## config.mk

```make
export PLATFORM = sky130hd
export DESIGN_NAME = trc_osc_ctrl
export DESIGN_NICKNAME = d
export VERILOG_FILES = /design/src/trc_pkg.sv /design/src/trc_osc_ctrl.sv /design/src/trc_cadence.sv
export SDC_FILE = /design/constraint.sdc
export NUM_CORES = 1
export LEC_CHECK = 0
export ABC_AREA = 0
export BUFFER_PORTS_ARGS = -buffer_cell sky130_fd_sc_hd__buf_2
export CAP_MARGIN = 20
export CORE_UTILIZATION = 60
export DETAILED_ROUTE_END_ITERATION = 16
export GPL_TIMING_DRIVEN = 0
export HOLD_SLACK_MARGIN = 0.03
export PLACE_DENSITY = 0.8
export SYNTH_ARGS = -nofsm -noshare
export SYNTH_HDL_FRONTEND = slang
export SYNTH_SLANG_ARGS = --single-unit
```

## constraint.sdc

```tcl
create_clock -name mclk_in -period 2.82 [get_ports mclk_in]
set_input_delay 0.423 -clock mclk_in [delete_from_list [all_inputs] [get_ports mclk_in]]
set_output_delay 0.423 -clock mclk_in [all_outputs]
set_load 0.03 [all_outputs]
```

## src/trc_pkg.sv

```systemverilog
// Constants and types shared by the tone and ringing oscillator control logic.
// Assumes a 100 MHz system clock and a word-aligned classic Wishbone slave port.
package trc_pkg;

  // ==========================================================================
  // Timing
  localparam int TRC_CLK_NS   = 10;                         // System clock period
  localparam int TRC_TICK_NS  = 125000;                     // One cadence count
  localparam int TRC_TICK_CYC = TRC_TICK_NS / TRC_CLK_NS;   // Cycles per count

  // ==========================================================================
  // Register indices (byte address is four times the index)
  localparam logic [5:0] TRC_IDX_TONE1      = 6'h20;
  localparam logic [5:0] TRC_IDX_TONE2      = 6'h21;
  localparam logic [5:0] TRC_IDX_RING       = 6'h22;
  localparam logic [5:0] TRC_IDX_TIMER_BASE = 6'h24;
  localparam logic [5:0] TRC_IDX_TIMER_LAST = 6'h29;
  localparam int         TRC_N_OSC          = 3;
  localparam int         TRC_N_TIMER        = 6;

  // ==========================================================================
  // Control field positions
  localparam int TRC_B_STATUS  = 7;
  localparam int TRC_B_RELOAD  = 6;
  localparam int TRC_B_ZC      = 5;
  localparam int TRC_B_ON_EN   = 4;
  localparam int TRC_B_OFF_EN  = 3;
  localparam int TRC_B_RUN     = 2;
  localparam int TRC_B_RT_TX   = 0;
  localparam int TRC_B_RT_RX   = 1;
  localparam int TRC_B_R_LINE  = 5;
  localparam int TRC_B_R_OFS   = 1;
  localparam int TRC_B_R_WAVE  = 0;

  // ==========================================================================
  // Writable masks and reset values
  localparam logic [7:0]  TRC_MASK_TONE1 = 8'h7F;
  localparam logic [7:0]  TRC_MASK_TONE2 = 8'h3F;
  localparam logic [7:0]  TRC_MASK_RING  = 8'h1B;
  localparam logic [7:0]  TRC_CTRL_RST   = 8'h00;
  localparam logic [15:0] TRC_TIMER_RST  = 16'h0000;

  // Cadence sequencer configuration
  typedef struct packed {
    logic        run;
    logic        on_en;
    logic        off_en;
    logic        reload;
    logic        zc_en;
    logic [15:0] on_period;
    logic [15:0] off_period;
  } trc_cad_cfg_t;

  // Cadence sequencer states, one-hot
  typedef enum logic [4:0] {
    TRC_IDLE  = 5'h01,
    TRC_ON    = 5'h02,
    TRC_DRAIN = 5'h04,
    TRC_OFF   = 5'h08,
    TRC_DONE  = 5'h10
  } trc_cad_state_t;

endpackage

```

## src/trc_osc_ctrl.sv

```systemverilog
// Control and status for two tone oscillators and a ringing oscillator.
// Assumes a classic Wishbone master, 100 MHz mclk_in and a synchronous reset.
//
// Overview of operation
// Tone one status reads output activity
// Tone one reload repeats, else stops
// Software sets reload for FSK signalling
// Tone one zero-cross chooses burst end
// Tone one timers run only when enabled
// Tone outputs only while enable bit set
// Tone one route: none, tx, rx, both
// Tone two status reads output activity
// Tone two zero-cross chooses signal end
// Tone two timers run only when enabled
// Tone two route same; bit six zero
// Ringing status reads output activity
// Ringing held until dc continuity; line flag
// Ringing timers run only when enabled
// Ringing running flag reads enable state
// Offset bit adds dc offset
// Wave select: sinusoid or trapezoid
// Timers are 16-bit, 125 us counts
// Active and inactive periods alternate
// Reserved bits read zero; reset clears
`timescale 1ns/10ps
module trc_osc_ctrl
  import trc_pkg::*;
#(
  parameter int TICK_CYCLES = TRC_TICK_CYC
)
(
  input  wire logic        mclk_in,
  input  wire logic        reset_in,
  input  wire logic        wb_cyc_in,
  input  wire logic        wb_stb_in,
  input  wire logic        wb_we_in,
  input  wire logic [7:0]  wb_adr_in,
  input  wire logic [3:0]  wb_sel_in,
  input  wire logic [31:0] wb_dat_in,
  output logic      [31:0] wb_dat_out,
  output logic             wb_ack_out,
  input  wire logic        ring_mode_in,
  input  wire logic [2:0]  zero_cross_in,
  input  wire logic        ring_dc_cross_in,
  output logic             tone1_tx_out,
  output logic             tone1_rx_out,
  output logic             tone2_tx_out,
  output logic             tone2_rx_out,
  output logic             ring_drive_out,
  output logic             ring_dc_offset_out,
  output logic             ring_wave_select_out
);

  // ==========================================================================
  // Declarations
  logic [7:0]   tone1_control_reg;
  logic [7:0]   tone2_control_reg;
  logic [7:0]   ringing_control_reg;
  logic [15:0]  period_reg [TRC_N_TIMER];
  logic         ack_reg;
  logic [31:0]  rdata_reg;
  logic [15:0]  tick_cnt_reg;
  logic         tick_reg;
  logic         ring_on_line_reg;
  logic         ring_running_reg;
  logic [3:0]   path_reg;
  logic [1:0]   shape_reg;
  logic         req;
  logic         wr;
  logic [5:0]   idx;
  logic [TRC_N_OSC-1:0] osc_act;
  trc_cad_cfg_t cfg [TRC_N_OSC];
  logic [7:0]   ctrl [TRC_N_OSC];
  logic [TRC_N_OSC-1:0] reload_en;

  // Index of a timer word, valid only when timer_hit is true
  function automatic logic timer_hit(input logic [5:0] i);
    return (i >= TRC_IDX_TIMER_BASE) && (i <= TRC_IDX_TIMER_LAST);
  endfunction

  function automatic logic [2:0] timer_sel(input logic [5:0] i);
    logic [5:0] d;
    d = i - TRC_IDX_TIMER_BASE;
    return d[2:0];
  endfunction

  // ==========================================================================
  // Wishbone request decode
  assign req = wb_cyc_in && wb_stb_in && !ack_reg;
  // Writes land at the edge where the master samples ack high
  assign wr  = wb_cyc_in && wb_stb_in && wb_we_in && ack_reg;
  assign idx = wb_adr_in[7:2];

  // Acknowledge one cycle after the request; dropped the cycle after
  always_ff @(posedge mclk_in) begin
    if (reset_in) begin
      ack_reg <= 1'b0;
    end else begin
      ack_reg <= req;
    end
  end

  assign wb_ack_out = ack_reg;

  // ==========================================================================
  // Control registers; only writable bits are stored
  always_ff @(posedge mclk_in) begin
    if (reset_in) begin
      tone1_control_reg <= TRC_CTRL_RST;
    end else if (wr && wb_sel_in[0] && idx == TRC_IDX_TONE1) begin
      tone1_control_reg <= wb_dat_in[7:0] & TRC_MASK_TONE1;
    end
  end

  always_ff @(posedge mclk_in) begin
    if (reset_in) begin
      tone2_control_reg <= TRC_CTRL_RST;
    end else if (wr && wb_sel_in[0] && idx == TRC_IDX_TONE2) begin
      tone2_control_reg <= wb_dat_in[7:0] & TRC_MASK_TONE2;
    end
  end

  always_ff @(posedge mclk_in) begin
    if (reset_in) begin
      ringing_control_reg <= TRC_CTRL_RST;
    end else if (wr && wb_sel_in[0] && idx == TRC_IDX_RING) begin
      ringing_control_reg <= wb_dat_in[7:0] & TRC_MASK_RING;
    end
  end

  // Cadence period words, low and high byte lanes
  always_ff @(posedge mclk_in) begin
    if (reset_in) begin
      for (int k = 0; k < TRC_N_TIMER; k++) begin
        period_reg[k] <= TRC_TIMER_RST;
      end
    end else if (wr && timer_hit(idx)) begin
      if (wb_sel_in[0]) begin
        period_reg[timer_sel(idx)][7:0] <= wb_dat_in[7:0];
      end
      if (wb_sel_in[1]) begin
        period_reg[timer_sel(idx)][15:8] <= wb_dat_in[15:8];
      end
    end
  end

  // ==========================================================================
  // Read-back views with live status bits
  always_comb begin
    ctrl[0] = tone1_control_reg;
    ctrl[0][TRC_B_STATUS] = osc_act[0];
    ctrl[1] = tone2_control_reg;
    ctrl[1][TRC_B_STATUS] = osc_act[1];
    ctrl[1][TRC_B_RELOAD] = 1'b0;
    ctrl[2] = ringing_control_reg;
    ctrl[2][TRC_B_STATUS] = osc_act[2];
    ctrl[2][TRC_B_R_LINE] = ring_on_line_reg;
    ctrl[2][TRC_B_RUN]    = ring_running_reg;
  end

  // Read data captured with the acknowledge; unmapped reads give zero
  always_ff @(posedge mclk_in) begin
    if (reset_in) begin
      rdata_reg <= 32'h0000_0000;
    end else if (req) begin
      if (idx == TRC_IDX_TONE1) begin
        rdata_reg <= {24'h00_0000, ctrl[0]};
      end else if (idx == TRC_IDX_TONE2) begin
        rdata_reg <= {24'h00_0000, ctrl[1]};
      end else if (idx == TRC_IDX_RING) begin
        rdata_reg <= {24'h00_0000, ctrl[2]};
      end else if (timer_hit(idx)) begin
        rdata_reg <= {16'h0000, period_reg[timer_sel(idx)]};
      end else begin
        rdata_reg <= 32'h0000_0000;
      end
    end
  end

  assign wb_dat_out = rdata_reg;

  // ==========================================================================
  // Cadence tick, one pulse per count
  always_ff @(posedge mclk_in) begin
    if (reset_in) begin
      tick_cnt_reg <= 16'h0000;
      tick_reg     <= 1'b0;
    end else if (tick_cnt_reg == 16'(TICK_CYCLES - 1)) begin
      tick_cnt_reg <= 16'h0000;
      tick_reg     <= 1'b1;
    end else begin
      tick_cnt_reg <= tick_cnt_reg + 16'h0001;
      tick_reg     <= 1'b0;
    end
  end

  // ==========================================================================
  // Sequencer configuration; ringing runs while the line is in ringing mode
  assign reload_en[0] = tone1_control_reg[TRC_B_RELOAD];
  assign reload_en[1] = 1'b1;
  assign reload_en[2] = 1'b1;

  genvar g;
  generate
    for (g = 0; g < TRC_N_OSC; g++) begin : g_osc
      always_comb begin
        cfg[g].run        = (g == 2) ? ring_mode_in : ctrl[g][TRC_B_RUN];
        cfg[g].on_en      = ctrl[g][TRC_B_ON_EN];
        cfg[g].off_en     = ctrl[g][TRC_B_OFF_EN];
        cfg[g].reload     = reload_en[g];
        cfg[g].zc_en      = (g == 2) ? 1'b0 : ctrl[g][TRC_B_ZC];
        cfg[g].on_period  = period_reg[2 * g];
        cfg[g].off_period = period_reg[2 * g + 1];
      end

      trc_cadence u_cad (
        .mclk_in       (mclk_in),
        .reset_in      (reset_in),
        .tick_in       (tick_reg),
        .zero_cross_in (zero_cross_in[g]),
        .cfg_in        (cfg[g]),
        .active_out    (osc_act[g])
      );
    end
  endgenerate

  // ==========================================================================
  // Ringing enable flag follows the linefeed ringing mode
  always_ff @(posedge mclk_in) begin
    if (reset_in) begin
      ring_running_reg <= 1'b0;
    end else begin
      ring_running_reg <= ring_mode_in;
    end
  end

  // Line drive changes only at a dc linefeed crossing
  always_ff @(posedge mclk_in) begin
    if (reset_in) begin
      ring_on_line_reg <= 1'b0;
    end else if (ring_dc_cross_in) begin
      ring_on_line_reg <= osc_act[2];
    end
  end

  assign ring_drive_out = ring_on_line_reg;

  // ==========================================================================
  // Path routing of the tone outputs
  always_ff @(posedge mclk_in) begin
    if (reset_in) begin
      path_reg <= 4'h0;
    end else begin
      path_reg[0] <= osc_act[0] && tone1_control_reg[TRC_B_RT_TX];
      path_reg[1] <= osc_act[0] && tone1_control_reg[TRC_B_RT_RX];
      path_reg[2] <= osc_act[1] && tone2_control_reg[TRC_B_RT_TX];
      path_reg[3] <= osc_act[1] && tone2_control_reg[TRC_B_RT_RX];
    end
  end

  assign tone1_tx_out = path_reg[0];
  assign tone1_rx_out = path_reg[1];
  assign tone2_tx_out = path_reg[2];
  assign tone2_rx_out = path_reg[3];

  // Ringing offset and waveshape selection
  always_ff @(posedge mclk_in) begin
    if (reset_in) begin
      shape_reg <= 2'h0;
    end else begin
      shape_reg[0] <= ringing_control_reg[TRC_B_R_OFS];
      shape_reg[1] <= ringing_control_reg[TRC_B_R_WAVE];
    end
  end

  assign ring_dc_offset_out   = shape_reg[0];
  assign ring_wave_select_out = shape_reg[1];
endmodule // trc_osc_ctrl

```

## src/trc_cadence.sv

```systemverilog
// Active/inactive cadence sequencer for one oscillator.
// Assumes tick_in is a one-cycle pulse per cadence count.
`timescale 1ns/10ps
module trc_cadence
  import trc_pkg::*;
(
  input  wire logic         mclk_in,
  input  wire logic         reset_in,
  input  wire logic         tick_in,
  input  wire logic         zero_cross_in,
  input  wire trc_cad_cfg_t cfg_in,
  output logic              active_out
);

  trc_cad_state_t state_reg;
  logic [15:0]    cnt_reg;
  logic           on_exp;
  logic           off_exp;
  logic           restart;

  // ==========================================================================
  // Expiry; each timer counts only when enabled
  assign on_exp  = cfg_in.on_en && (cnt_reg == cfg_in.on_period);
  assign off_exp = cfg_in.off_en && (cnt_reg == cfg_in.off_period);

  // State sequencing
  always_ff @(posedge mclk_in) begin
    if (reset_in || !cfg_in.run) begin
      state_reg <= TRC_IDLE;
    end else begin
      case (state_reg)
        TRC_IDLE:  state_reg <= TRC_ON;
        TRC_ON: begin
          if (on_exp) begin
            state_reg <= cfg_in.zc_en ? TRC_DRAIN : TRC_OFF;
          end
        end
        TRC_DRAIN: begin
          if (zero_cross_in) begin
            state_reg <= TRC_OFF;
          end
        end
        TRC_OFF: begin
          if (off_exp) begin
            state_reg <= cfg_in.reload ? TRC_ON : TRC_DONE;
          end
        end
        TRC_DONE:  state_reg <= TRC_DONE;
        default:   state_reg <= TRC_IDLE;
      endcase
    end
  end

  // Counter restarts at every period boundary and outside the timed periods,
  // so no count left over from an earlier burst shortens the next one
  assign restart = (state_reg == TRC_IDLE) || (state_reg == TRC_DRAIN) || (state_reg == TRC_DONE) ||
                   (state_reg == TRC_ON && on_exp) || (state_reg == TRC_OFF && off_exp);

  // Count of ticks in the current period; only an enabled timer advances
  always_ff @(posedge mclk_in) begin
    if (reset_in || !cfg_in.run || restart) begin
      cnt_reg <= TRC_TIMER_RST;
    end else if (tick_in && ((state_reg == TRC_ON && cfg_in.on_en) ||
                             (state_reg == TRC_OFF && cfg_in.off_en))) begin
      cnt_reg <= cnt_reg + 16'h0001;
    end
  end

  // Output forced on in the active and draining periods
  assign active_out = (state_reg == TRC_ON) || (state_reg == TRC_DRAIN);
endmodule // trc_cadence

```

==> flow_summary.toml <==
[synthesis]
seq_area_frac_synth = 0.513
synth_area_um2 = 12200
synth_edf_count = 128
yosys_warnings = 0
synthArstFlopShare = 0
syn_inst = 1166
synth-seq-cells = 249
synth_cell_types = 59
synthFlopType = "edfxtp_1"
syn-mean-instance-area_um2 = 10.5

[route]
avgRoutedWirePerCell_um = 19.4
dr.pass1.iters = 5
antenna_left = 0
drt_iter0_drc = 850
vias = 9244
wirelength_um = 30700
via_per_inst = 5.85
drc_errors = 0

[sta]
whs_ps = 174
finalClockSkew_ps = 11.6
slew_viol_final = 0
fin_crit_sh = 0.936
hold_violations = 0
timing.final.ws_setup_ps = 180
max_slew_margin = 0.458
finalSetupViolations = 0
tightest_slew_ps = 813
period_needed_ps = 2640
rsz0062_at_grt = "no"
tns_ps = 0
fmax_ghz = 0.379

[outcome]
status = "finished clean"

[placed_design]
dp_hpwl_um = 22700
place.gp.congestion = 0.973
dp_slack_ps = -224
io_buffers = 55

[cells_and_area]
areaGrowthSynthToFinish_pct = 13.5
num-nets-final = 1354
mostFrequentLayoutCell = "nor2_1"
layout_common_cells = "nor2_1 (205), edfxtp_1 (128), dfxtp_1 (121)"
largest_reg_flops = 128
drive_above_1_share = 0.141
finish.utilization = 0.703
num_antenna_cells = 0

[floorplanning]
core_um2 = 19700
rows = 51
die_area_um2 = 20900
die_y_um = 145
io_pins = 94
die_w_um = 145
start_util = 0.619

[clock_network]
cts_made_buffers = 26
cts_setup_buffers = 0
cts_tree = "done"
path_clk_slew_ps = 60
clockRootBuffer = "clkbuf_16"
cts_resized = 0
htree_levels = 1
cts.sinks = 249
clk_latency_ps = 530
clock_path_buffers = 3
postCtsHoldBufs = 0

[power_and_ir_drop]
peakVddDrop_mv = 0.539
power_leakage_nw = 5.39
p_per_area_nw_per_um2 = 563
p_total_mw = 7.80

[setup_path]
path_cells = "buf_2 > clkbuf_1 > buf_1 > nor2b_1 > nand2_1 > nand2b_1"
crit_end = "period_reg[2][7]"
crit_path_start_kind = "primary input"
crit_start = "wb_adr_in[3]"
reg2regPathDepth = 7
r2r-end = "g_osc[1].u_cad.cnt_reg[10]"
path_max_fanout = 10
cp_data_required_time_ps = 3000
r2r-start = "period_reg[2][7]"
cpPeakStageDelay_ps = 590
criticalPathCategory = "in -> reg"
rrSetupSlack_ps = 220
end_kind = "register"
critPathArrivalTime_ps = 2820
critPathSlowestCell = "buf_1"

[global_route]
grt_pass1_vias = 8886
antenna_found_initial = 1
grt_pass1_wl_um = 47600
grt.overflow.total = 0
grt_max_degree = 15
track_usage = 0.306

[min_path]
hold_class = "in -> reg"

[flow_run]
cap_violations = 0
-- critical path, delay by kind of cell --
kind / cells / cell delay, ps
simple gates: 3 / 1180
buf+inv: 3 / 1200
-- routing by layer --
layer | global-route usage | up-vias | part of all wire
met5 | 0 | - | 0.00039
met4 | 0.105 | 2 | 0.033
met3 | 0.0666 | 81 | 0.10
met2 | 0.501 | 462 | 0.47
met1 | 0.401 | 4430 | 0.40
li1 | - | 4269 | -
-- per-stage QoR --
step	cell area, um^2	cells
after floorplan	12400	1213
after global placement	13000	1533
after detailed placement	13000	1533
after CTS	13900	1581
after global routing	13900	1581
final	13900	1581
-- cell type report --
class / count / area, um^2
fill: 1442 / 5860
buffer: 78 / 399
sequential: 249 / 6270
inverter: 31 / 116
clock inverter: 17 / 166
multi-input combinational: 855 / 5600
tap: 265 / 332
clock buffer: 31 / 701
timing repair buffer: 55 / 275
-- report_power, final --
group	switching, mW	leakage (nW)	internal, mW
clock network	1.43	0.428	2.05
registers	0.0557	2.31	3.87
logic	0.251	2.66	0.160
-- cell families (layout without fill, tap and decap cells) --
logic type,count (synthesis),count (layout),share of synthesized area
xor gates and xnor gates,159,159,0.114
adders and majority gates,4,4,0.00410
other,1,48,0.000307
AOI/OAI and AO/OA,101,101,0.0533
muxes,63,63,0.0845
and+or+nand+nor,480,480,0.188
DFF,249,249,0.513
buffers and inverters,109,212,0.0422
-- cell usage after synthesis, types with 4 or more instances --
master    instances  area share
nor2_1          205       0.063
edfxtp_1        128        0.31
dfxtp_1         121        0.20
xor2_1          103       0.074
nand2_1          76       0.023
xnor2_1          56       0.040
nand3_1          44       0.018
a21oi_1          38       0.016
clkbuf_1         36       0.011
mux4_2           32       0.059
mux2i_1          31       0.025
nand4_1          27       0.014
inv_1            20      0.0061
and3_1           18      0.0092
buf_4            18       0.011
nand2b_1         18      0.0092
nor2b_1          18      0.0092
nor4_1           18      0.0092
o21ai_0          18      0.0074
nor3_1           17      0.0070
buf_2            13      0.0053
inv_2            11      0.0034
buf_1             8      0.0025
and2_1            7      0.0036
o211ai_1          7      0.0043
o21ai_1           6      0.0025
nand3b_1          5      0.0031
a211oi_1          4      0.0025
ha_1              4      0.0041
nor3b_1           4      0.0025
o21a_1            4      0.0025
o31ai_1           4      0.0025
-- worst min-delay path by stage --
stage	start	end	slack, ps	cells after the start
after detailed placement	tick_cnt_reg[0]	tick_cnt_reg[0]	440	1
after CTS	ring_dc_cross_in	ring_drive_out	170	3
after global placement	tick_cnt_reg[0]	tick_cnt_reg[0]	430	1
after global routing	wb_dat_in[2]	tone1_control_reg[2]	190	3
final	ring_dc_cross_in	ring_drive_out	170	3
after floorplan	tick_cnt_reg[0]	tick_cnt_reg[0]	410	1
Note: power is estimated with default switching activity, not from simulation.
